[src/logic/phy_ctrl_pkg.sv]
package phy_ctrl_pkg;

  // ==========================================
  // Register map (byte address is four times the index)
  localparam logic [7:0]  POWER_MODE_CTRL_INDEX = 8'h11;
  localparam logic [7:0]  POWER_MODE_CTRL_ADDR  = 8'h44;

  // ==========================================
  // Field positions
  localparam int CLOCK_OFF_BIT       = 15;
  localparam int POWER_SAVE_ENABLE_BIT       = 14;
  localparam int PS_SELECT_HI        = 13;
  localparam int PS_SELECT_LO        = 12;
  localparam int SCRAMBLER_BYPASS_BIT = 11;
  localparam int FIFO_DEPTH_HI       = 9;
  localparam int FIFO_DEPTH_LO       = 8;
  localparam int FD_COLLISION_BIT    = 4;

  // Writable bits; reserved 10 and 7:5 (and unbuilt 3:0) stay zero
  localparam logic [15:0] CTRL_WRITE_MASK = 16'hFB10;

  // ==========================================
  // Reset values
  localparam logic [15:0] CTRL_RESET      = 16'h0100;

  // ==========================================
  // Power-save select codes
  localparam logic [1:0]  PS_NORMAL       = 2'h0;
  localparam logic [1:0]  PS_MGMT_ONLY    = 2'h1;
  localparam logic [1:0]  PS_ACTIVE_SLEEP = 2'h2;
  localparam logic [1:0]  PS_PASSIVE_SLEEP = 2'h3;

  // ==========================================
  // Loopback FIFO depths in nibbles
  localparam logic [3:0]  DEPTH_CODE0     = 4'h4;
  localparam logic [3:0]  DEPTH_CODE1     = 4'h5;
  localparam logic [3:0]  DEPTH_CODE2     = 4'h6;
  localparam logic [3:0]  DEPTH_CODE3     = 4'h8;
  localparam int          FIFO_WORDS      = 8;

  // ==========================================
  // Timing
  localparam int          CLOCK_HZ          = 10_000_000;
  localparam int          NLP_PERIOD_MS     = 1400;
  localparam int          NLP_PERIOD_CYCLES = NLP_PERIOD_MS * (CLOCK_HZ / 1000);

endpackage : phy_ctrl_pkg

[src/logic/loopback_nibble_mem.sv]
`timescale 1ns/100ps

module loopback_nibble_mem #(
  parameter int WIDTH = 4,
  parameter int WORDS = 8,
  parameter int AW    = 3
) (
  // Clock
  input  wire logic             mclk,
  // Write side
  input  wire logic             wr_en,
  input  wire logic [AW-1:0]    wr_addr,
  input  wire logic [WIDTH-1:0] wr_data,
  // Read side
  input  wire logic             rd_en,
  input  wire logic [AW-1:0]    rd_addr,
  output logic      [WIDTH-1:0] rd_data
);

  logic [WIDTH-1:0] store_reg [WORDS];

  if (WORDS > (1 << AW)) begin : g_check
    $error("loopback_nibble_mem: WORDS exceeds address range");
  end

  always_ff @(posedge mclk) begin
    if (wr_en) begin
      store_reg[wr_addr] <= wr_data;
    end
  end

  // Registered read data
  always_ff @(posedge mclk) begin
    if (rd_en) begin
      rd_data <= store_reg[rd_addr];
    end
  end

endmodule : loopback_nibble_mem

[src/logic/phy_power_and_mode_control.sv]
// Implementation choice: the Avalon-MM interface to the registers.
`timescale 1ns/100ps

// What this block does
// - Bit 15 set switches off internal clock generation; resets to zero.
// - Clock shutdown only acts in management-only power-down mode.
// - Bit 14 enables power-save modes; zero keeps normal operation; resets zero.
// - Select field 13:12 resets to 00; 00 keeps everything fully active.
// - Select 01 powers down all but the management interface.
// - Select 10 is active sleep; energy detect wakes the device automatically.
// - Active sleep sends a link pulse every 1.4 seconds.
// - Select 11 is passive sleep; no pulses; energy detect wakes device.
// - Bit 11 bypasses the 100 Mb/s scrambler; resets to zero.
// - Reserved bits 10 and 7:5 ignore writes and read zero.
// - Field 9:8 sets loopback FIFO depth 4,5,6,8 nibbles; resets to 01.
// - Far-end loopback data passes through the rate-matching FIFO.
// - Bit 4 enables collision signalling in full duplex; resets zero.
module phy_power_and_mode_control #(
  parameter int NLP_PERIOD = phy_ctrl_pkg::NLP_PERIOD_CYCLES
) (
  // Clock and reset
  input  wire logic        mclk,
  input  wire logic        rst,
  // Avalon-MM slave
  input  wire logic [7:0]  avs_address,
  input  wire logic        avs_read,
  input  wire logic        avs_write,
  input  wire logic [31:0] avs_writedata,
  input  wire logic [3:0]  avs_byteenable,
  output logic      [31:0] avs_readdata,
  output logic             avs_waitrequest,
  // Line status
  input  wire logic        energy_detect,
  input  wire logic        full_duplex,
  input  wire logic        collision_detect,
  // Far-end loopback path
  input  wire logic        loopback_enable,
  input  wire logic [3:0]  rx_nibble,
  input  wire logic        rx_nibble_valid,
  input  wire logic        tx_nibble_tick,
  output logic      [3:0]  tx_nibble,
  output logic             tx_nibble_valid,
  // Power and datapath controls
  output logic             clock_gen_off,
  output logic             core_power_down,
  output logic             energy_detect_on,
  output logic             nlp_pulse,
  output logic             scrambler_bypass,
  output logic             collision_out
);

  // ==========================================
  // Elaboration checks
  if (NLP_PERIOD < 2) begin : g_check
    $error("phy_power_and_mode_control: NLP_PERIOD too small");
  end

  // ==========================================
  // Decode helpers
  function automatic logic [1:0] effective_mode(input logic [15:0] ctrl);
    if (ctrl[phy_ctrl_pkg::POWER_SAVE_ENABLE_BIT]) begin
      effective_mode = ctrl[phy_ctrl_pkg::PS_SELECT_HI:phy_ctrl_pkg::PS_SELECT_LO];
    end else begin
      effective_mode = phy_ctrl_pkg::PS_NORMAL;
    end
  endfunction : effective_mode

  function automatic logic [3:0] depth_of(input logic [1:0] code);
    unique case (code)
      2'h0: depth_of = phy_ctrl_pkg::DEPTH_CODE0;
      2'h1: depth_of = phy_ctrl_pkg::DEPTH_CODE1;
      2'h2: depth_of = phy_ctrl_pkg::DEPTH_CODE2;
      2'h3: depth_of = phy_ctrl_pkg::DEPTH_CODE3;
    endcase
  endfunction : depth_of

  // ==========================================
  // Bus handshake
  logic        ctrl_hit;
  logic        bus_take;
  logic [15:0] ctrl_reg;
  logic [15:0] wr_lanes;
  logic [15:0] ctrl_written;
  logic [1:0]  mode_now;
  logic        sleeping;

  assign ctrl_hit     = (avs_address == phy_ctrl_pkg::POWER_MODE_CTRL_ADDR);
  assign bus_take     = (avs_read || avs_write) && !avs_waitrequest;
  assign wr_lanes     = {{8{avs_byteenable[1]}}, {8{avs_byteenable[0]}}} & phy_ctrl_pkg::CTRL_WRITE_MASK;
  assign ctrl_written = (ctrl_reg & ~wr_lanes) | (avs_writedata[15:0] & wr_lanes);
  assign mode_now     = effective_mode(ctrl_reg);
  assign sleeping     = (mode_now == phy_ctrl_pkg::PS_ACTIVE_SLEEP) ||
                        (mode_now == phy_ctrl_pkg::PS_PASSIVE_SLEEP);

  // One wait cycle, then the request is taken with waitrequest low
  always_ff @(posedge mclk) begin
    if (rst) begin
      avs_waitrequest <= 1'b1;
    end else if (bus_take) begin
      avs_waitrequest <= 1'b1;
    end else if (avs_read || avs_write) begin
      avs_waitrequest <= 1'b0;
    end else begin
      avs_waitrequest <= 1'b1;
    end
  end

  // Read data prepared in the wait cycle; unmapped reads give zero
  always_ff @(posedge mclk) begin
    if (rst) begin
      avs_readdata <= 32'h0000_0000;
    end else if (avs_read && avs_waitrequest) begin
      avs_readdata <= ctrl_hit ? {16'h0000, ctrl_reg & phy_ctrl_pkg::CTRL_WRITE_MASK} : 32'h0000_0000;
    end
  end

  // ==========================================
  // Control register
  // A software write beats a wake in the same cycle: it is the newer intent.
  always_ff @(posedge mclk) begin
    if (rst) begin
      ctrl_reg <= phy_ctrl_pkg::CTRL_RESET;
    end else if (bus_take && avs_write && ctrl_hit) begin
      ctrl_reg <= ctrl_written;
    end else if (sleeping && energy_detect) begin
      ctrl_reg[phy_ctrl_pkg::POWER_SAVE_ENABLE_BIT] <= 1'b0;
    end
  end

  // ==========================================
  // Power state outputs
  always_ff @(posedge mclk) begin
    if (rst) begin
      core_power_down <= 1'b0;
      clock_gen_off   <= 1'b0;
      energy_detect_on <= 1'b0;
    end else begin
      core_power_down  <= (mode_now != phy_ctrl_pkg::PS_NORMAL);
      clock_gen_off    <= ctrl_reg[phy_ctrl_pkg::CLOCK_OFF_BIT] &&
                          (mode_now == phy_ctrl_pkg::PS_MGMT_ONLY);
      energy_detect_on <= sleeping;
    end
  end

  wake_pulse_timer #(
    .PERIOD (NLP_PERIOD)
  ) u_wake_timer (
    .mclk  (mclk),
    .rst   (rst),
    .run   (mode_now == phy_ctrl_pkg::PS_ACTIVE_SLEEP),
    .pulse (nlp_pulse)
  );

  // ==========================================
  // Datapath controls
  always_ff @(posedge mclk) begin
    if (rst) begin
      scrambler_bypass <= 1'b0;
      collision_out    <= 1'b0;
    end else begin
      scrambler_bypass <= ctrl_reg[phy_ctrl_pkg::SCRAMBLER_BYPASS_BIT];
      collision_out    <= collision_detect &&
                          (!full_duplex || ctrl_reg[phy_ctrl_pkg::FD_COLLISION_BIT]);
    end
  end

  // ==========================================
  // Far-end loopback FIFO
  logic [2:0] wr_ptr_reg;
  logic [2:0] rd_ptr_reg;
  logic [3:0] fill_reg;
  logic       draining_reg;
  logic       push;
  logic       pop;
  logic [3:0] depth_now;

  assign depth_now = depth_of(ctrl_reg[phy_ctrl_pkg::FIFO_DEPTH_HI:phy_ctrl_pkg::FIFO_DEPTH_LO]);
  // Overflow drops nibbles: the depth setting is software's to size right
  assign push = loopback_enable && rx_nibble_valid && (fill_reg != 4'(phy_ctrl_pkg::FIFO_WORDS));
  assign pop  = loopback_enable && draining_reg && tx_nibble_tick && (fill_reg != 4'h0);

  loopback_nibble_mem #(
    .WIDTH (4),
    .WORDS (phy_ctrl_pkg::FIFO_WORDS),
    .AW    (3)
  ) u_fifo_mem (
    .mclk    (mclk),
    .wr_en   (push),
    .wr_addr (wr_ptr_reg),
    .wr_data (rx_nibble),
    .rd_en   (pop),
    .rd_addr (rd_ptr_reg),
    .rd_data (tx_nibble)
  );

  always_ff @(posedge mclk) begin
    if (rst || !loopback_enable) begin
      wr_ptr_reg <= 3'h0;
      rd_ptr_reg <= 3'h0;
    end else begin
      if (push) begin
        wr_ptr_reg <= wr_ptr_reg + 3'h1;
      end
      if (pop) begin
        rd_ptr_reg <= rd_ptr_reg + 3'h1;
      end
    end
  end

  always_ff @(posedge mclk) begin
    if (rst || !loopback_enable) begin
      fill_reg <= 4'h0;
    end else if (push && !pop) begin
      fill_reg <= fill_reg + 4'h1;
    end else if (pop && !push) begin
      fill_reg <= fill_reg - 4'h1;
    end
  end

  always_ff @(posedge mclk) begin
    if (rst || !loopback_enable) begin
      draining_reg <= 1'b0;
    end else if (!draining_reg && fill_reg >= depth_now) begin
      draining_reg <= 1'b1;
    end else if (draining_reg && fill_reg == 4'h0) begin
      draining_reg <= 1'b0;
    end
  end

  always_ff @(posedge mclk) begin
    if (rst) begin
      tx_nibble_valid <= 1'b0;
    end else begin
      tx_nibble_valid <= pop;
    end
  end

  // ==========================================
  // Checks
  // Bus answer timing: one wait cycle, one taking cycle
  a_wait_one_cycle: assert property (@(posedge mclk) disable iff (rst)
    $rose(avs_read) && avs_waitrequest |=> !avs_waitrequest ##1 avs_waitrequest)
    else $error("waitrequest did not drop for exactly one cycle");

  a_reserved_zero: assert property (@(posedge mclk) disable iff (rst)
    ctrl_reg[10] == 1'b0 && ctrl_reg[7:5] == 3'h0)
    else $error("reserved control bits became nonzero");

  a_clock_off_gated: assert property (@(posedge mclk) disable iff (rst)
    clock_gen_off |-> $past(mode_now) == phy_ctrl_pkg::PS_MGMT_ONLY)
    else $error("clock shutdown outside management-only mode");

  a_clock_off_follows: assert property (@(posedge mclk) disable iff (rst)
    ctrl_reg[15] && mode_now == phy_ctrl_pkg::PS_MGMT_ONLY |=> clock_gen_off)
    else $error("clock shutdown not applied");

  a_enable_gates: assert property (@(posedge mclk) disable iff (rst)
    !ctrl_reg[phy_ctrl_pkg::POWER_SAVE_ENABLE_BIT] |=> !core_power_down)
    else $error("power down without enable");

  a_mode_powers_down: assert property (@(posedge mclk) disable iff (rst)
    mode_now != phy_ctrl_pkg::PS_NORMAL |=> core_power_down)
    else $error("power-save mode did not power down core");

  a_sleep_detects: assert property (@(posedge mclk) disable iff (rst)
    sleeping |=> energy_detect_on)
    else $error("energy detection off during sleep");

  a_sleep_wakes: assert property (@(posedge mclk) disable iff (rst)
    sleeping && energy_detect && !(bus_take && avs_write) |=> !ctrl_reg[phy_ctrl_pkg::POWER_SAVE_ENABLE_BIT])
    else $error("energy detect did not wake device");

  a_no_pulse_passive: assert property (@(posedge mclk) disable iff (rst)
    mode_now != phy_ctrl_pkg::PS_ACTIVE_SLEEP |=> !nlp_pulse)
    else $error("wake pulse outside active sleep");

  a_collision_fd: assert property (@(posedge mclk) disable iff (rst)
    full_duplex && !ctrl_reg[phy_ctrl_pkg::FD_COLLISION_BIT] |=> !collision_out)
    else $error("collision signalled in full duplex while disabled");

  a_scrambler_bypass: assert property (@(posedge mclk) disable iff (rst)
    scrambler_bypass == $past(ctrl_reg[phy_ctrl_pkg::SCRAMBLER_BYPASS_BIT]))
    else $error("scrambler bypass does not follow control bit");

  a_fifo_prefill: assert property (@(posedge mclk) disable iff (rst)
    $rose(draining_reg) |-> $past(fill_reg) >= $past(depth_now))
    else $error("loopback drain began before depth reached");

  a_fifo_bound: assert property (@(posedge mclk) disable iff (rst)
    fill_reg <= 4'(phy_ctrl_pkg::FIFO_WORDS))
    else $error("loopback fill exceeds storage");

endmodule : phy_power_and_mode_control

[src/logic/wake_pulse_timer.sv]
`timescale 1ns/100ps

module wake_pulse_timer #(
  parameter int PERIOD = 14_000_000
) (
  // Clock and reset
  input  wire logic mclk,
  input  wire logic rst,
  // Control
  input  wire logic run,
  output logic      pulse
);

  localparam int CW = $clog2(PERIOD);

  logic [CW-1:0] count_reg;

  if (PERIOD < 2) begin : g_check
    $error("wake_pulse_timer: PERIOD must be at least 2");
  end

  // Restarts from zero whenever the sleep state is left
  always_ff @(posedge mclk) begin
    if (rst || !run) begin
      count_reg <= '0;
    end else if (count_reg == CW'(PERIOD - 1)) begin
      count_reg <= '0;
    end else begin
      count_reg <= count_reg + 1'b1;
    end
  end

  always_ff @(posedge mclk) begin
    if (rst || !run) begin
      pulse <= 1'b0;
    end else begin
      pulse <= (count_reg == CW'(PERIOD - 1));
    end
  end

endmodule : wake_pulse_timer

[config.mk]
export PLATFORM = sky130hd
export DESIGN_NAME = phy_power_and_mode_control
export DESIGN_NICKNAME = d
export VERILOG_FILES = /design/src/logic/phy_ctrl_pkg.sv /design/src/logic/loopback_nibble_mem.sv /design/src/logic/phy_power_and_mode_control.sv /design/src/logic/wake_pulse_timer.sv
export SDC_FILE = /design/constraint.sdc
export NUM_CORES = 1
export LEC_CHECK = 0
export ABC_AREA = 1
export BUFFER_PORTS_ARGS = -buffer_cell sky130_fd_sc_hd__buf_2
export CORE_ASPECT_RATIO = 1.5
export CORE_UTILIZATION = 50
export CTS_CLUSTER_SIZE = 12
export DETAILED_ROUTE_END_ITERATION = 10
export HOLD_SLACK_MARGIN = 0.03
export PLACE_DENSITY = 0.75
export SYNTH_ARGS = -nofsm -noshare
export SYNTH_HDL_FRONTEND = slang
export SYNTH_SLANG_ARGS = --single-unit
[constraint.sdc]
create_clock -name mclk -period 5.22 [get_ports mclk]
set_input_delay 0.261 -clock mclk [delete_from_list [all_inputs] [get_ports mclk]]
set_output_delay 0.261 -clock mclk [all_outputs]
set_load 0.03 [all_outputs]
==> impl_results.md <==
- Diodes inserted: 0
- Hold Path Class: in -> reg
- Worst hold slack: roughly 0.095 ns
- Syn Area/Cell: 8.02 sq um
- GRT Overall Usage: a little over a fifth
- Critical path class: reg -> reg
- First-pass GRT wire length: roughly 16000 microns
- Asr flop ratio synth: 0%
- Kind of cell adding the most delay to the critical path: simple AND/OR/NAND/NOR gates
- I/O pins: 102
- RD Place Congestion: 0.987
- CP Cell Sequence: nor2_1, nand3_1, nand3_2, inv_1, ha_1, inv_1, ha_1, or2_2, nand2_1, nand2_1, nand2_1, nand2_1, a21oi_1
- Hold buffer count at CTS: 0
- Worst Skew: approximately 0.008 ns
- #FFs+latches synth: 95
- DP Wirelength: around 7000 microns
- Seq pwr share: 50.5%
- H-tree depth: 3
- Post-DR wirelength/cell: ~13 microns
- CTS buffer count: 9
- Slew @ Worst Pin: 0.629 ns
- Slowest library cell on the worst path: dfxtp_1
- Iter 0 DRT Violations: roughly 170
- Post-route DRC: 0
- IO Port Bufs: 51
- Rows: 42
- Synth warnings: 0
- Max_slew headroom: between 50% and 60%
- Clock Path Buffers: 2
- Final hold violation count: 0
- Die area: approximately 9500 sq um
- Register area share after synthesis: 49.6%
- Net Switching: between 300 and 400 uW
- Post-synth cell types: 33
- RSZ-0062 raised after global routing: no
- # clock sinks: 95
- Die Ht: 119 microns
- Sw frac: 21.6%
- Worst-Skew Late Latency: 0.34 ns
- Leakage Power: 2.01 nW
- Worst setup SP type: flop
- CTS tree: done
- Net count, final: 688
- Tcrit/Tclk final: a little over two fifths
- Post-CTS sizing: 0
- Top cells by area, synth: dfxtp_1 (26%), edfxtp_1 (24%), nand2_1 (11%)
- Buffers plus inverters on the worst setup path: 2
- Internal power: between 1 and 1.5 mW
- Initial core utilization: between 50% and 60%
- Vias after detailed routing: 3660
- Crit. End Element: flop
- Tmin final: roughly 2.2 ns
- Gr busiest metal: met2
- Synth top area share: 25.9%
- Most common cell in the netlist: nand2_1
- Antenna violations before repair: 0
- Maximum vdd drop: roughly 0.17 mV
- Final setup vio count: 0
- Top cells by count, synth: nand2_1 (131), nor2_1 (109), dfxtp_1 (59)
- Share of layout cells above drive strength 1: 13.3%
- CP max FO: 6
- GR Util met2: approximately two fifths
- Max-cap viol count: 0
- Post-synth top area cell: dfxtp_1
- GR Util met1: a little over a fifth
- Fmax: 0.452 GHz
- Largest net degree at the start of global routing: 23
- Cell mode on critical path: nand2_1
- Met3 Use GR: between 5 and 6%
- Final Max Tran Viols: 0
- Post-synth EDFFs: 36
- Mapped Cells: 569
- Most used DFF post-synth: dfxtp_1
- Clock network power share: about 43%
- CP max stage delay: 0.45 ns
- ANT nets after route: 0
- Vias in the first global route: approximately 3500
- Max FFs per register: 32
- Worst EP required: 5.48 ns
- Outcome: complete, no violations
- Post-Route WL: between 9000 and 10000 microns
- Overflow after GRT: 0
- Worst Path Arrival: between 2 and 2.5 ns
- Vias per inst: between 4 and 5
- Post-CTS Setup Inserts: 0
- Clk slew on worst S/H paths: 0.06 ns
- TritonRoute pass-1 iters: 4
- Power Dens Cells: approximately 300 nW/um^2
- Setup TNS: 0 ns
- Area Overhead vs Synth: 11.6%
- Die X: ~80 microns
- Comb pwr share: 6.2%
- Post-Layout Inst Area: roughly 5000 sq um
- Synthesized cell area: 4560 sq um
- Root Driver: clkbuf_16
- Core area: 8830 sq um
- Area after DPL: ~4800 sq um
final cells by class:
type	instances	area [sq um]
clock buffer	13	272
clock inverter	2	38.8
fill	791	3740
inverter	54	203
multi-input combinational	408	1920
sequential	95	2260
tap	110	138
timing repair buffer	51	255
placed cells by master (no fill, tap or decap), types with 2 or more instances in the layout:
cell type,netlist,layout
nand2_1,131,131
or2_2,2,2
nand4_1,9,9
xnor2_1,4,4
edfxtp_1,36,36
conb_1,1,24
nand3_2,5,5
dfxtp_1,59,59
clkbuf_16,0,10
inv_1,52,52
a21oi_2,2,2
ha_1,10,10
nor3_1,2,2
nor2_1,109,109
a21oi_1,31,31
nor2_2,6,6
clkbuf_1,1,2
buf_2,6,51
nand3_1,20,20
o21ai_1,4,4
o21ai_0,33,33
xor2_1,9,9
power groups by stage:
stage / Sequential, mW / Clock (mW) / Combinational (mW)
after global placement: 0.799 / 0 / 0.0944
after detailed placement: 0.799 / 0 / 0.0971
after global routing: 0.784 / 0.717 / 0.108
after floorplan: 0.808 / 0 / 0.0716
after CTS: 0.783 / 0.684 / 0.0973
final: 0.783 / 0.671 / 0.0968
per-stage QoR:
stage	total power [mW]	cells	util (%)	worst slack, ns
2_1_floorplan	0.880	592	-	3.30
3_3_place_gp	0.893	718	54.2	3.07
3_5_place_dp	0.896	718	54.2	3.02
4_1_cts	1.56	733	57.7	2.98
5_1_grt	1.61	733	57.7	2.81
6_report	1.55	733	57.7	3.01
layer usage:
| layer | wire, microns | part of all wire, % | vias up |
|---|---|---|---|
| li1 | - | - | 1881 |
| met1 | 3520 | 38 | 1659 |
| met2 | 5090 | 55 | 97 |
| met3 | 321 | 3.5 | 23 |
| met4 | 241 | 2.6 | 0 |
| met5 | 0 | 0 | - |
logic make-up after synthesis:
group | count (synthesis) | share of synthesized area [%]
AND/OR/NAND/NOR | 288 | 26.3
adder cells (fa/ha/maj) | 11 | 3.18
buffers and inverters | 89 | 10.2
flip-flops | 95 | 49.6
AO/OA/AOI/OAI | 72 | 8.17
XOR/XNOR | 13 | 2.49
other | 1 | 0.0822
worst paths after layout:
check	depth (start not counted)	from	endpoint	slack (ns)
hold / removal	2	full_duplex	collision_out$_SDFF_PP0_	0.09
setup / recovery	13	fill_reg[0]$_SDFFE_PP0P_	fill_reg[3]$_SDFFE_PP0P_	3.01
hold reg to reg	2	flop	scrambler_bypass$_SDFF_PP0_	0.44
setup reg to reg	13	fill_reg[0]$_SDFFE_PP0P_	fill_reg[3]$_SDFFE_PP0P_	3.01
Power figures use the tool's default switching activity.
